`config.mk`:
```
export PLATFORM = sky130hd
export DESIGN_NAME = dnc_cmd_regs
export DESIGN_NICKNAME = d
export VERILOG_FILES = /design/src/hdl/dnc_pkg.sv /design/src/hdl/dnc_ao_if.sv /design/src/hdl/dnc_ao_mux.sv /design/src/hdl/dnc_cmd_regs.sv
export SDC_FILE = /design/constraint.sdc
export NUM_CORES = 1
export LEC_CHECK = 0
export ABC_CLOCK_PERIOD_IN_PS = 11100
export CORE_AREA = 5 5 195 197
export CTS_CLUSTER_DIAMETER = 50
export DETAILED_ROUTE_END_ITERATION = 16
export DIE_AREA = 0 0 200 202
export DONT_BUFFER_PORTS = 1
export PLACE_DENSITY = 0.53
export SYNTH_ARGS = -nofsm -noshare
export SYNTH_HDL_FRONTEND = slang
export SYNTH_HIERARCHICAL = 1
export SYNTH_SLANG_ARGS = --single-unit
```
`constraint.sdc`:
```
create_clock -name i_mclk -period 11.1 [get_ports i_mclk]
set_input_delay 2.22 -clock i_mclk [delete_from_list [all_inputs] [get_ports i_mclk]]
set_output_delay 2.22 -clock i_mclk [all_outputs]
set_load 0.005 [all_outputs]
```
`src/hdl/dnc_pkg.sv`:
```
// Purpose: Shared constants for the drive network command registers
// Assumes: One 10 MHz clock, synchronous active-high reset
// Notes:   Register indices address the parameter ports
package dnc_pkg;
    // ------------------------------------------------------------
    // Register indices
    // ------------------------------------------------------------
    localparam int          REG_AW    = 3;
    localparam logic [2:0]  IDX_CMD   = 3'h0;
    localparam logic [2:0]  IDX_SPEED = 3'h1;
    localparam logic [2:0]  IDX_DOUT  = 3'h2;
    localparam logic [2:0]  IDX_AO1   = 3'h3;
    localparam logic [2:0]  IDX_AO2   = 3'h4;
    // ------------------------------------------------------------
    // Reset values and writable masks
    // ------------------------------------------------------------
    localparam logic [15:0] RST_CMD   = 16'h0000;
    localparam logic [15:0] RST_SPEED = 16'h0000;
    localparam logic [15:0] RST_DOUT  = 16'h0000;
    localparam logic [15:0] RST_AO    = 16'h0000;
    localparam logic [15:0] MASK_CMD  = 16'h00ff;
    localparam logic [15:0] MASK_DOUT = 16'h000f;
    // ------------------------------------------------------------
    // Command word bit positions
    // ------------------------------------------------------------
    localparam int CMD_RUN   = 0;
    localparam int CMD_EN    = 1;
    localparam int CMD_DIR   = 2;
    localparam int CMD_INCH  = 3;
    localparam int CMD_REM   = 4;
    localparam int CMD_RAMP2 = 5;
    localparam int CMD_QSTOP = 6;
    localparam int CMD_FRST  = 7;
    // ------------------------------------------------------------
    // Scaling
    // ------------------------------------------------------------
    localparam int          SPEED_FRAC = 13;
    localparam logic [15:0] SPEED_RATED = 16'h2000;
    localparam logic [14:0] AO_FULL    = 15'h7fff;
    localparam logic [14:0] AO_ZERO    = 15'h0000;

    typedef enum logic [1:0] {
        AO_SEL_OTHER,
        AO_SEL_VAL1,
        AO_SEL_VAL2
    } dnc_ao_sel_t;
endpackage : dnc_pkg

```
`src/hdl/dnc_ao_if.sv`:
```
// Purpose: Carries analog value selection between top and mux
// Assumes: Same clock on both sides
// Notes:   One instance per analog output
`timescale 1ns/1ps
interface dnc_ao_if;
    logic [15:0]         val1;
    logic [15:0]         val2;
    logic [14:0]         other;
    dnc_pkg::dnc_ao_sel_t sel;
    logic [14:0]         level;

    modport mux (input val1, val2, other, sel, output level);
    modport top (output val1, val2, other, sel, input level);
endinterface : dnc_ao_if

```
`src/hdl/dnc_ao_mux.sv`:
```
// Purpose: Selects and scales one analog output level
// Assumes: Register values are signed 16-bit
// Notes:   Negative values clamp to zero percent
`timescale 1ns/1ps
module dnc_ao_mux (
    input  wire logic i_mclk,  // System clock
    input  wire logic i_reset, // Sync reset
    dnc_ao_if.mux     ao       // Selection bundle
);
    // ------------------------------------------------------------
    // Clamp to 15-bit scale
    // ------------------------------------------------------------
    function automatic logic [14:0] scale15(input logic [15:0] v);
        scale15 = v[15] ? dnc_pkg::AO_ZERO : v[14:0];
    endfunction : scale15

    always_ff @(posedge i_mclk) begin
        if (i_reset) begin
            ao.level <= dnc_pkg::AO_ZERO;
        end else begin
            unique case (ao.sel)
                dnc_pkg::AO_SEL_VAL1:  ao.level <= scale15(ao.val1);
                dnc_pkg::AO_SEL_VAL2:  ao.level <= scale15(ao.val2);
                dnc_pkg::AO_SEL_OTHER: ao.level <= ao.other;
                default:               ao.level <= ao.other;
            endcase
        end
    end
endmodule : dnc_ao_mux

```
`src/hdl/dnc_cmd_regs.sv`:
```
// Purpose: Network command, setpoint and output value registers
// Assumes: All inputs come from logic on i_mclk
// Notes:   Panel port exists only to be refused
`timescale 1ns/1ps
module dnc_cmd_regs #(
    parameter int DO_N = 4,  // Discrete outputs
    parameter int FQ_W = 16  // Rated frequency width
) (
    input  wire logic                 i_mclk,       // 10 MHz clock
    input  wire logic                 i_reset,      // Sync reset
    // Network parameter port
    input  wire logic                 i_net_wr,     // Write strobe
    input  wire logic [2:0]           i_net_addr,   // Register index
    input  wire logic [15:0]          i_net_wdata,  // Write data
    output logic                      o_net_err,    // Unmapped write
    // Operator panel parameter port
    input  wire logic                 i_pan_wr,     // Write strobe
    input  wire logic [2:0]           i_pan_addr,   // Register index
    input  wire logic [15:0]          i_pan_wdata,  // Write data
    output logic                      o_pan_refused,// Write refused
    // Shared read port
    input  wire logic [2:0]           i_rd_addr,    // Read index
    output logic [15:0]               o_rd_data,    // Read data
    // Source selection settings
    input  wire logic                 i_cmd_src_net,// Commands from net
    input  wire logic                 i_ref_src_net,// Reference from net
    input  wire logic [DO_N-1:0]      i_do_sel_reg, // Output uses register
    input  wire logic [DO_N-1:0]      i_do_other,   // Other function level
    input  dnc_pkg::dnc_ao_sel_t      i_ao1_sel,    // Analog 1 function
    input  dnc_pkg::dnc_ao_sel_t      i_ao2_sel,    // Analog 2 function
    input  wire logic [14:0]          i_ao1_other,  // Analog 1 other level
    input  wire logic [14:0]          i_ao2_other,  // Analog 2 other level
    input  wire logic                 i_fault,      // Drive faulted
    input  wire logic [FQ_W-1:0]      i_rated_freq, // Motor rated frequency
    // Drive commands
    output logic                      o_run,        // Run on ramp
    output logic                      o_enable,     // General enable
    output logic                      o_inch,       // Inching function
    output logic                      o_remote,     // Remote mode
    output logic                      o_ramp2,      // Second ramp pair
    output logic                      o_quick_stop, // Quick stop
    output logic                      o_fault_reset,// Fault reset
    output logic                      o_cmd_active, // Net commands in use
    // Speed reference
    output logic                      o_ref_valid,  // Net reference in use
    output logic                      o_ref_fwd,    // Forward direction
    output logic [FQ_W-1:0]           o_ref_freq,   // Reference frequency
    // Outputs
    output logic [DO_N-1:0]           o_do,         // Discrete outputs
    output logic [14:0]               o_ao1,        // Analog output 1
    output logic [14:0]               o_ao2         // Analog output 2
);
    // ------------------------------------------------------------
    // Registers
    // ------------------------------------------------------------
    logic [15:0] cmd_q;
    logic [15:0] speed_q;
    logic [15:0] dout_q;
    logic [15:0] ao1_q;
    logic [15:0] ao2_q;
    logic        net_hit;

    always_comb begin
        net_hit = (i_net_addr == dnc_pkg::IDX_CMD)
               || (i_net_addr == dnc_pkg::IDX_SPEED)
               || (i_net_addr == dnc_pkg::IDX_DOUT)
               || (i_net_addr == dnc_pkg::IDX_AO1)
               || (i_net_addr == dnc_pkg::IDX_AO2);
    end

    // Only the network port reaches the storage
    always_ff @(posedge i_mclk) begin
        if (i_reset) begin
            cmd_q <= dnc_pkg::RST_CMD;
        end else if (i_net_wr && i_net_addr == dnc_pkg::IDX_CMD) begin
            cmd_q <= i_net_wdata & dnc_pkg::MASK_CMD;
        end
    end

    always_ff @(posedge i_mclk) begin
        if (i_reset) begin
            speed_q <= dnc_pkg::RST_SPEED;
        end else if (i_net_wr && i_net_addr == dnc_pkg::IDX_SPEED) begin
            speed_q <= i_net_wdata;
        end
    end

    always_ff @(posedge i_mclk) begin
        if (i_reset) begin
            dout_q <= dnc_pkg::RST_DOUT;
        end else if (i_net_wr && i_net_addr == dnc_pkg::IDX_DOUT) begin
            dout_q <= i_net_wdata & dnc_pkg::MASK_DOUT;
        end
    end

    always_ff @(posedge i_mclk) begin
        if (i_reset) begin
            ao1_q <= dnc_pkg::RST_AO;
            ao2_q <= dnc_pkg::RST_AO;
        end else if (i_net_wr) begin
            if (i_net_addr == dnc_pkg::IDX_AO1) begin
                ao1_q <= i_net_wdata;
            end
            if (i_net_addr == dnc_pkg::IDX_AO2) begin
                ao2_q <= i_net_wdata;
            end
        end
    end

    // ------------------------------------------------------------
    // Port answers
    // ------------------------------------------------------------
    always_ff @(posedge i_mclk) begin
        if (i_reset) begin
            o_net_err     <= 1'b0;
            o_pan_refused <= 1'b0;
        end else begin
            o_net_err     <= i_net_wr && !net_hit;
            o_pan_refused <= i_pan_wr;
        end
    end

    always_ff @(posedge i_mclk) begin
        if (i_reset) begin
            o_rd_data <= 16'h0000;
        end else begin
            unique case (i_rd_addr)
                dnc_pkg::IDX_CMD:   o_rd_data <= cmd_q;
                dnc_pkg::IDX_SPEED: o_rd_data <= speed_q;
                dnc_pkg::IDX_DOUT:  o_rd_data <= dout_q;
                dnc_pkg::IDX_AO1:   o_rd_data <= ao1_q;
                dnc_pkg::IDX_AO2:   o_rd_data <= ao2_q;
                default:            o_rd_data <= 16'h0000;
            endcase
        end
    end

    // ------------------------------------------------------------
    // Command decode
    // ------------------------------------------------------------
    always_ff @(posedge i_mclk) begin
        if (i_reset) begin
            o_cmd_active  <= 1'b0;
            o_run         <= 1'b0;
            o_enable      <= 1'b0;
            o_inch        <= 1'b0;
            o_remote      <= 1'b0;
            o_ramp2       <= 1'b0;
            o_quick_stop  <= 1'b0;
            o_fault_reset <= 1'b0;
        end else begin
            o_cmd_active  <= i_cmd_src_net;
            o_run         <= i_cmd_src_net && cmd_q[dnc_pkg::CMD_RUN];
            o_enable      <= i_cmd_src_net && cmd_q[dnc_pkg::CMD_EN];
            o_inch        <= i_cmd_src_net && cmd_q[dnc_pkg::CMD_INCH];
            o_remote      <= i_cmd_src_net && cmd_q[dnc_pkg::CMD_REM];
            o_ramp2       <= i_cmd_src_net && cmd_q[dnc_pkg::CMD_RAMP2];
            o_quick_stop  <= i_cmd_src_net && cmd_q[dnc_pkg::CMD_QSTOP];
            o_fault_reset <= i_cmd_src_net && i_fault
                          && cmd_q[dnc_pkg::CMD_FRST];
        end
    end

    // ------------------------------------------------------------
    // Speed reference
    // ------------------------------------------------------------
    logic [15:0]        sp_mag;
    logic [15+FQ_W:0]   sp_prod;
    logic [15+FQ_W:0]   sp_scaled;
    logic               sp_fwd;

    always_comb begin
        sp_mag    = speed_q[15] ? 16'(-speed_q) : speed_q;
        sp_prod   = (16+FQ_W)'(sp_mag) * (16+FQ_W)'(i_rated_freq);
        sp_scaled = sp_prod >> dnc_pkg::SPEED_FRAC;
        // Zero setpoint counts as positive
        sp_fwd    = cmd_q[dnc_pkg::CMD_DIR] ^ speed_q[15];
    end

    always_ff @(posedge i_mclk) begin
        if (i_reset) begin
            o_ref_valid <= 1'b0;
            o_ref_fwd   <= 1'b0;
            o_ref_freq  <= '0;
        end else begin
            o_ref_valid <= i_ref_src_net;
            o_ref_fwd   <= i_ref_src_net && sp_fwd;
            if (!i_ref_src_net) begin
                o_ref_freq <= '0;
            end else if (|sp_scaled[15+FQ_W:FQ_W]) begin
                o_ref_freq <= '1;
            end else begin
                o_ref_freq <= sp_scaled[FQ_W-1:0];
            end
        end
    end

    // ------------------------------------------------------------
    // Discrete outputs
    // ------------------------------------------------------------
    always_ff @(posedge i_mclk) begin
        if (i_reset) begin
            o_do <= '0;
        end else begin
            for (int k = 0; k < DO_N; k++) begin
                o_do[k] <= i_do_sel_reg[k] ? dout_q[k] : i_do_other[k];
            end
        end
    end

    // ------------------------------------------------------------
    // Analog outputs
    // ------------------------------------------------------------
    dnc_ao_if ao1_bus ();
    dnc_ao_if ao2_bus ();

    assign ao1_bus.val1  = ao1_q;
    assign ao1_bus.val2  = ao2_q;
    assign ao1_bus.other = i_ao1_other;
    assign ao1_bus.sel   = i_ao1_sel;
    assign ao2_bus.val1  = ao1_q;
    assign ao2_bus.val2  = ao2_q;
    assign ao2_bus.other = i_ao2_other;
    assign ao2_bus.sel   = i_ao2_sel;
    assign o_ao1         = ao1_bus.level;
    assign o_ao2         = ao2_bus.level;

    dnc_ao_mux u_ao1 (
        .i_mclk  (i_mclk),
        .i_reset (i_reset),
        .ao      (ao1_bus.mux)
    );

    dnc_ao_mux u_ao2 (
        .i_mclk  (i_mclk),
        .i_reset (i_reset),
        .ao      (ao2_bus.mux)
    );

    logic net_cmd_wr;
    assign net_cmd_wr = i_net_wr && i_net_addr == dnc_pkg::IDX_CMD;
endmodule : dnc_cmd_regs

```
==> results of run 1 <==
metal layers:
layer | up-vias | GRT usage
met5 | - | 0
met4 | 0 | 0.04488
met3 | 45 | 0.03967
met2 | 251 | 0.3198
met1 | 5454 | 0.2526
li1 | 5059 | -
through the flow:
step | instances | instance area (sq um) | setup slack (ps) | util | hold slack (ps)
floorplan | 1627 | 14180 | 3005 | - | 444.1
CTS | 2051 | 15080 | 1995 | 0.4180 | 476.9
finish | 2051 | 15080 | 2073 | 0.4180 | 477.8
global route | 2051 | 15080 | 1520 | 0.4180 | 501.5
global placement | 2020 | 14520 | 2071 | 0.4025 | 463.0
detailed placement | 2020 | 14520 | 2005 | 0.4025 | 468.2
cell usage in the layout, fill, tap and decap left out, types with 4 or more instances in the layout:
cell | synthesis | final
fa_1 | 193 | 193
and3_1 | 4 | 4
xnor2_2 | 0 | 5
nor3_1 | 10 | 9
a21oi_1 | 105 | 105
a311oi_1 | 30 | 30
nor2b_1 | 46 | 46
a22oi_1 | 5 | 5
nand3_1 | 9 | 9
xor2_1 | 12 | 10
xnor2_1 | 18 | 13
ha_1 | 106 | 106
o31ai_1 | 5 | 5
inv_1 | 225 | 225
nand2_1 | 275 | 275
nor2_1 | 56 | 56
a21o_1 | 4 | 4
dfxtp_1 | 138 | 138
or3_1 | 6 | 6
nand3b_1 | 60 | 60
buf_4 | 0 | 9
a21oi_2 | 12 | 12
mux2i_1 | 24 | 24
nor3b_1 | 4 | 4
and2_1 | 121 | 121
o21ai_0 | 16 | 16
clkbuf_16 | 0 | 17
a31oi_1 | 5 | 5
nand4_1 | 5 | 5
inv_6 | 0 | 4
nand2b_1 | 6 | 6
worst max-delay path, stage by stage, from the launching register on:
cell and delay [ps]:
dfxtp_1 410, or4_1 580, or2_1 260, or3_1 400, and4bb_1 770, nand2_1 190
fa_1 540, fa_1 560, inv_1 60, fa_1 520, fa_1 460, fa_1 520
inv_1 50, fa_1 470, inv_1 40, ha_1 400, a21oi_1 170, o21ai_0 170
a2111o_1 440, a31o_1 250, nor2_2 130, a22oi_2 70, xor2_1 170, nor4b_4 960
o32ai_1 250
cells by family after synthesis:
logic type,after synthesis,synth area share
flops,138,0.1948
simple gates,614,0.2204
fa+ha+maj,299,0.3660
mux,25,0.01791
xor+xnor,30,0.01853
compound gates,210,0.09637
buf+inv,311,0.08595
cells in the mapped netlist, drive strengths merged, types with 18 or more instances:
cell    number
a21oi      117
a311oi      30
and2       121
clkbuf      71
dfxtp      138
fa         193
ha         106
inv        227
mux2i       25
nand2      275
nand3b      60
nor2        57
nor2b       47
o21ai       18
xnor2       18
worst paths after layout:
| kind | from | to | slack [ps] | depth (start not counted) |
|---|---|---|---|---|
| max | speed_q[3]$_SDFFE_PP0P_ | o_ref_freq[9]$_SDFF_PP0_ | 2070 | 24 |
| max reg2reg | speed_q[3]$_SDFFE_PP0P_ | o_ref_freq[9]$_SDFF_PP0_ | 2070 | 24 |
| min | cmd_q[1]$_SDFFE_PP0P_ | cmd_q[1]$_SDFFE_PP0P_ | 480 | 2 |
| min reg2reg | cmd_q[1]$_SDFFE_PP0P_ | cmd_q[1]$_SDFFE_PP0P_ | 480 | 2 |
power breakdown:
group | total, mW | switching, mW | internal (mW)
Clock | 0.565 | 0.253 | 0.313
Sequential | 0.530 | 0.0156 | 0.515
Combinational | 0.225 | 0.135 | 0.0901
Total | 1.32 | 0.403 | 0.917
state kept, by name, summed over array words and instances (netlist names), 4 cells and up:
register,count
ao1_bus.val1,16
ao1_bus.val2,16
o_rd_data,16
o_ref_freq,16
speed_q,16
u_ao1/ao.level,15
u_ao2/ao.level,15
cmd_q,8
dout_q,4
o_do,4
final cells by class:
type / count / area [sq um] / share of cell area
clock buffer: 17 / 425.4 / 0.02820
sequential: 138 / 2763 / 0.1831
multi-input combinational: 1178 / 10250 / 0.6798
inverter: 227 / 852.1 / 0.05649
tap: 468 / 585.6 / 0.03882
clock inverter: 14 / 136.4 / 0.009041
timing repair buffer: 9 / 67.56 / 0.004479
==> impl_metrics.tcl, run 1 <==
set metrics [dict create \
    outcome "finished, final reports clean" \
    dp_hpwl_um 29080 \
    leakage_nw 6.762 \
    synth_top_area_share 0.2725 \
    ys_ff_latch 138 \
    grt_usage 0.1907 \
    via_per_inst 5.270 \
    hold_buffers 0 \
    dr_wl_met2_um 19100 \
    required_ps 11350 \
    areaGrowthSynthToFinish_pct 6.389 \
    synth_ff_type "dfxtp_1" \
    clk_path_buf_depth 2 \
    maxUsedRoutingLayer "met4" \
    netlist_top_cells_area "fa_1 (27%), dfxtp_1 (19%), ha_1 (9.4%)" \
    vias 10809 \
    yosysSeqAreaShare 0.1948 \
    fill_cells 3674 \
    async_reset_ff_frac 0 \
    dr.pass1.iters 5 \
    drt.antenna.violating_nets 0 \
    fin_total_pwr_mw 1.321 \
    boundaryPins 184 \
    routedWlPerCell_um 18.76 \
    netlist-cell-type-count 65 \
    antenna_found_initial 0 \
    die_area_sq_mm 0.04040 \
    finalCriticalPeriod_ps 9027 \
    cts_sinks 138 \
    worstPathMaxFanout 16 \
    first_iter_violations 622 \
    grt_max_degree 100 \
    drive_above_1_share 0.04801 \
    grt_pass1_vias 11082 \
    rsz0062_at_grt "false" \
    synthCells 1627 \
    cts_tree "done" \
    hp-class "register to register" \
    wl_met3_um 2121 \
    drc_errors 0 \
    clkTransAtPathRegs_ps 70 \
    rows 70 \
    drv_slew 0 \
    cts_setup_buffers 0 \
    finalWirelength_um 38480 \
    slew_headroom 0.2441 \
    post_synth.cell_area_avg_sq_um 8.715 \
    h-tree-depth 4 \
    post-route-period-util 0.8133 \
    syn_nets 2032 \
    synth_top_area_cell "fa_1" \
    tightest_slew_ps 1128 \
    grt_pass1_wl_um 60930 \
    worst_clock_skew_ps 13.36 \
    vdd_drop_max_uv 90.43 \
    drt-met1-wl_um 16550 \
    path_class "register to register" \
    power_density_mw_per_mm2 87.55 \
    cts_root_buf "clkbuf_16" \
    hold_viol_final 0 \
    cts_buffers 17 \
    synth_area_sq_mm 0.01418 \
    crit_path_end_kind "register" \
    num_antenna_cells 0 \
    worst_setup_path_start_kind "register" \
    fp.dieH_um 202 \
    fmax_mhz 110.8 \
    clk_latency_ps 430 \
    finalSetupViolCount 0 \
    final_nets 1976 \
    synth-edff-count 0 \
    grt_overflow_total 0 \
    cts-resized-gates 0 \
    gp_congestion 0.8400 \
    drv_cap 0 \
    port_buffers 0 \
    dieWidth_um 200 \
    cp.arrival_ps 9280 \
    tns_ps 0 \
    synth_warnings 6 \
    core_area_sq_mm 0.03608 \
    start_util 0.3929 \
]
(Power assumes the default switching activity.)
==> run 2: changes to the inputs <==
- ABC_CLOCK_PERIOD_IN_PS: 11100 -> 7400
- PLACE_DENSITY: 0.53 -> 0.55
- clock period: 11.1 -> 7.4 ns (I/O delays scaled with it)
==> impl_metrics.tcl, run 2 (same netlist as run 1, synthesis figures left out) <==
set metrics [dict create \
    hold_start "cmd_q[1]$_SDFFE_PP0P_" \
    drive_above_1_share 0.1275 \
    drv_slew 0 \
    drc_errors 0 \
    rsz0062_at_grt "true" \
    cts_sinks 138 \
    post-route-period-util 1.020 \
    clk_path_buf_depth 2 \
    fin_total_pwr_mw 2.103 \
    fin_util 0.4481 \
    areaGrowthSynthToFinish_pct 14.03 \
    grt_overflow_total 0 \
    finalCriticalPeriod_ps 7549 \
    cp.arrival_ps 7830 \
    crit_path_end_kind "register" \
    clk_latency_ps 430 \
    routedWlPerCell_um 17.86 \
    rows 70 \
    p_int_mw 1.471 \
    dp_hpwl_um 30110 \
    h-tree-depth 4 \
    p_seq_frac 0.378 \
    vias 11142 \
    reg2reg_depth 27 \
    fmax_mhz 132.5 \
    min_path_cells 2 \
    path_common_cell "fa_1" \
    r2r_slack_ps -150 \
    final_common_cell "nand2_1" \
    first_iter_violations 428 \
    outcome "finished, violations left" \
    leakage_nw 7.264 \
    final_nets 2070 \
    dr.pass1.iters 5 \
    boundaryPins 184 \
    drv_cap 0 \
    die_area_sq_mm 0.04040 \
    clkTransAtPathRegs_ps 70 \
    crit_slowest_cell "or4_4" \
    cts_buffers 17 \
    dieWidth_um 200 \
    finalWorstSetupSlack_ps -149.0 \
    p_clk_frac 0.427 \
    rr_endpoint "o_ref_freq[11]$_SDFF_PP0_" \
    worst_setup_path_start_kind "register" \
    grt_max_degree 100 \
    vdd_drop_max_uv 111.0 \
    power_density_mw_per_mm2 130.1 \
    finalWirelength_um 38340 \
    grt_usage 0.1918 \
    hold_end "cmd_q[1]$_SDFFE_PP0P_" \
    tns_ps -1950 \
    worst_hold_slack_ps 479.3 \
    drt.antenna.violating_nets 0 \
    worstPathMaxFanout 8 \
    grt_pass1_wl_um 61720 \
    hold_buffers 0 \
    p_sw_frac 0.3006 \
    finalSetupViolCount 16 \
    via_per_inst 5.190 \
    start_util 0.3929 \
    worst_clock_skew_ps 15.47 \
    core_area_sq_mm 0.03608 \
    grt_pass1_vias 11709 \
    required_ps 7680 \
    p_sw_mw 0.6322 \
    failed_checks "setup timing" \
    gp_congestion 0.8664 \
    cts_tree "done" \
    tightest_slew_ps 1030 \
    final_cell_mix "nand2_1 (269), inv_1 (220), fa_1 (188)" \
    slew_headroom 0.3096 \
    hp-class "register to register" \
    reg2reg_from "speed_q[6]$_SDFFE_PP0P_" \
    cts_root_buf "clkbuf_16" \
    path_class "register to register" \
    port_buffers 0 \
    p_comb_frac 0.195 \
    antenna_found_initial 0 \
    hold_viol_final 0 \
    max_stage_delay_ps 530 \
    fp.dieH_um 202 \
]
run 2: power by group through the flow:
stage	Combinational [mW]	Sequential (mW)	Clock (mW)
2_1_floorplan	0.301	0.802	0
3_3_place_gp	0.388	0.812	0
3_5_place_dp	0.394	0.811	0
4_1_cts	0.410	0.795	0.917
5_1_grt	0.462	0.797	0.953
6_report	0.411	0.794	0.898
run 2: worst max path at each step:
stage / startpoint / end / slack (ps) / cells after the start
2_1_floorplan: speed_q[6]$_SDFFE_PP0P_ / o_ref_freq[10]$_SDFF_PP0_ / -20 / 28
3_3_place_gp: speed_q[6]$_SDFFE_PP0P_ / o_ref_freq[9]$_SDFF_PP0_ / -260 / 27
3_5_place_dp: speed_q[6]$_SDFFE_PP0P_ / o_ref_freq[9]$_SDFF_PP0_ / -360 / 27
4_1_cts: speed_q[6]$_SDFFE_PP0P_ / o_ref_freq[10]$_SDFF_PP0_ / -240 / 27
5_1_grt: speed_q[6]$_SDFFE_PP0P_ / o_ref_freq[11]$_SDFF_PP0_ / -360 / 26
6_report: speed_q[6]$_SDFFE_PP0P_ / o_ref_freq[11]$_SDFF_PP0_ / -150 / 27
run 2: timing repair:
item	4_1_cts	5_1_grt
pin swaps	15	11
endpoints found under the setup margin	16	16
cloned	1	0
buffers inserted	4	6
resized for setup	30	21
run 2: final cells by class:
class	count	area, sq um
Fill cell	3602	19920
Multi-Input combinational cell	1178	10490
Sequential cell	138	2766
Timing Repair Buffer	103	867.1
Inverter	227	852.1
Tap cell	468	585.6
Clock buffer	18	429.2
Clock inverter	14	177.7
Antenna cell	1	2.502
run 2: worst max-delay path: cells and delay by family, from the launching register on:
family	cells	cell delay [ps]
AO/OA/AOI/OAI	5	980
XOR/XNOR	2	350
adder cells (fa/ha/maj)	7	3130
buffers and inverters	5	450
flip-flops	1	320
AND/OR/NAND/NOR	8	2180
run 2: metal layers:
layer	track usage	vias to the layer above	share of wire
li1	-	5257	-
met1	0.2499	5591	0.43
met2	0.3256	256	0.50
met3	0.04184	38	0.055
met4	0.04415	0	0.015
met5	0	-	0
run 2: stage by stage:
| stage | instances | area (sq um) | setup slack, ps |
|---|---|---|---|
| 2_1_floorplan | 1627 | 14320 | -18.11 |
| 3_3_place_gp | 2103 | 15270 | -257.0 |
| 3_5_place_dp | 2103 | 15270 | -359.1 |
| 4_1_cts | 2140 | 16070 | -244.4 |
| 5_1_grt | 2146 | 16170 | -363.3 |
| 6_report | 2147 | 16170 | -149.0 |
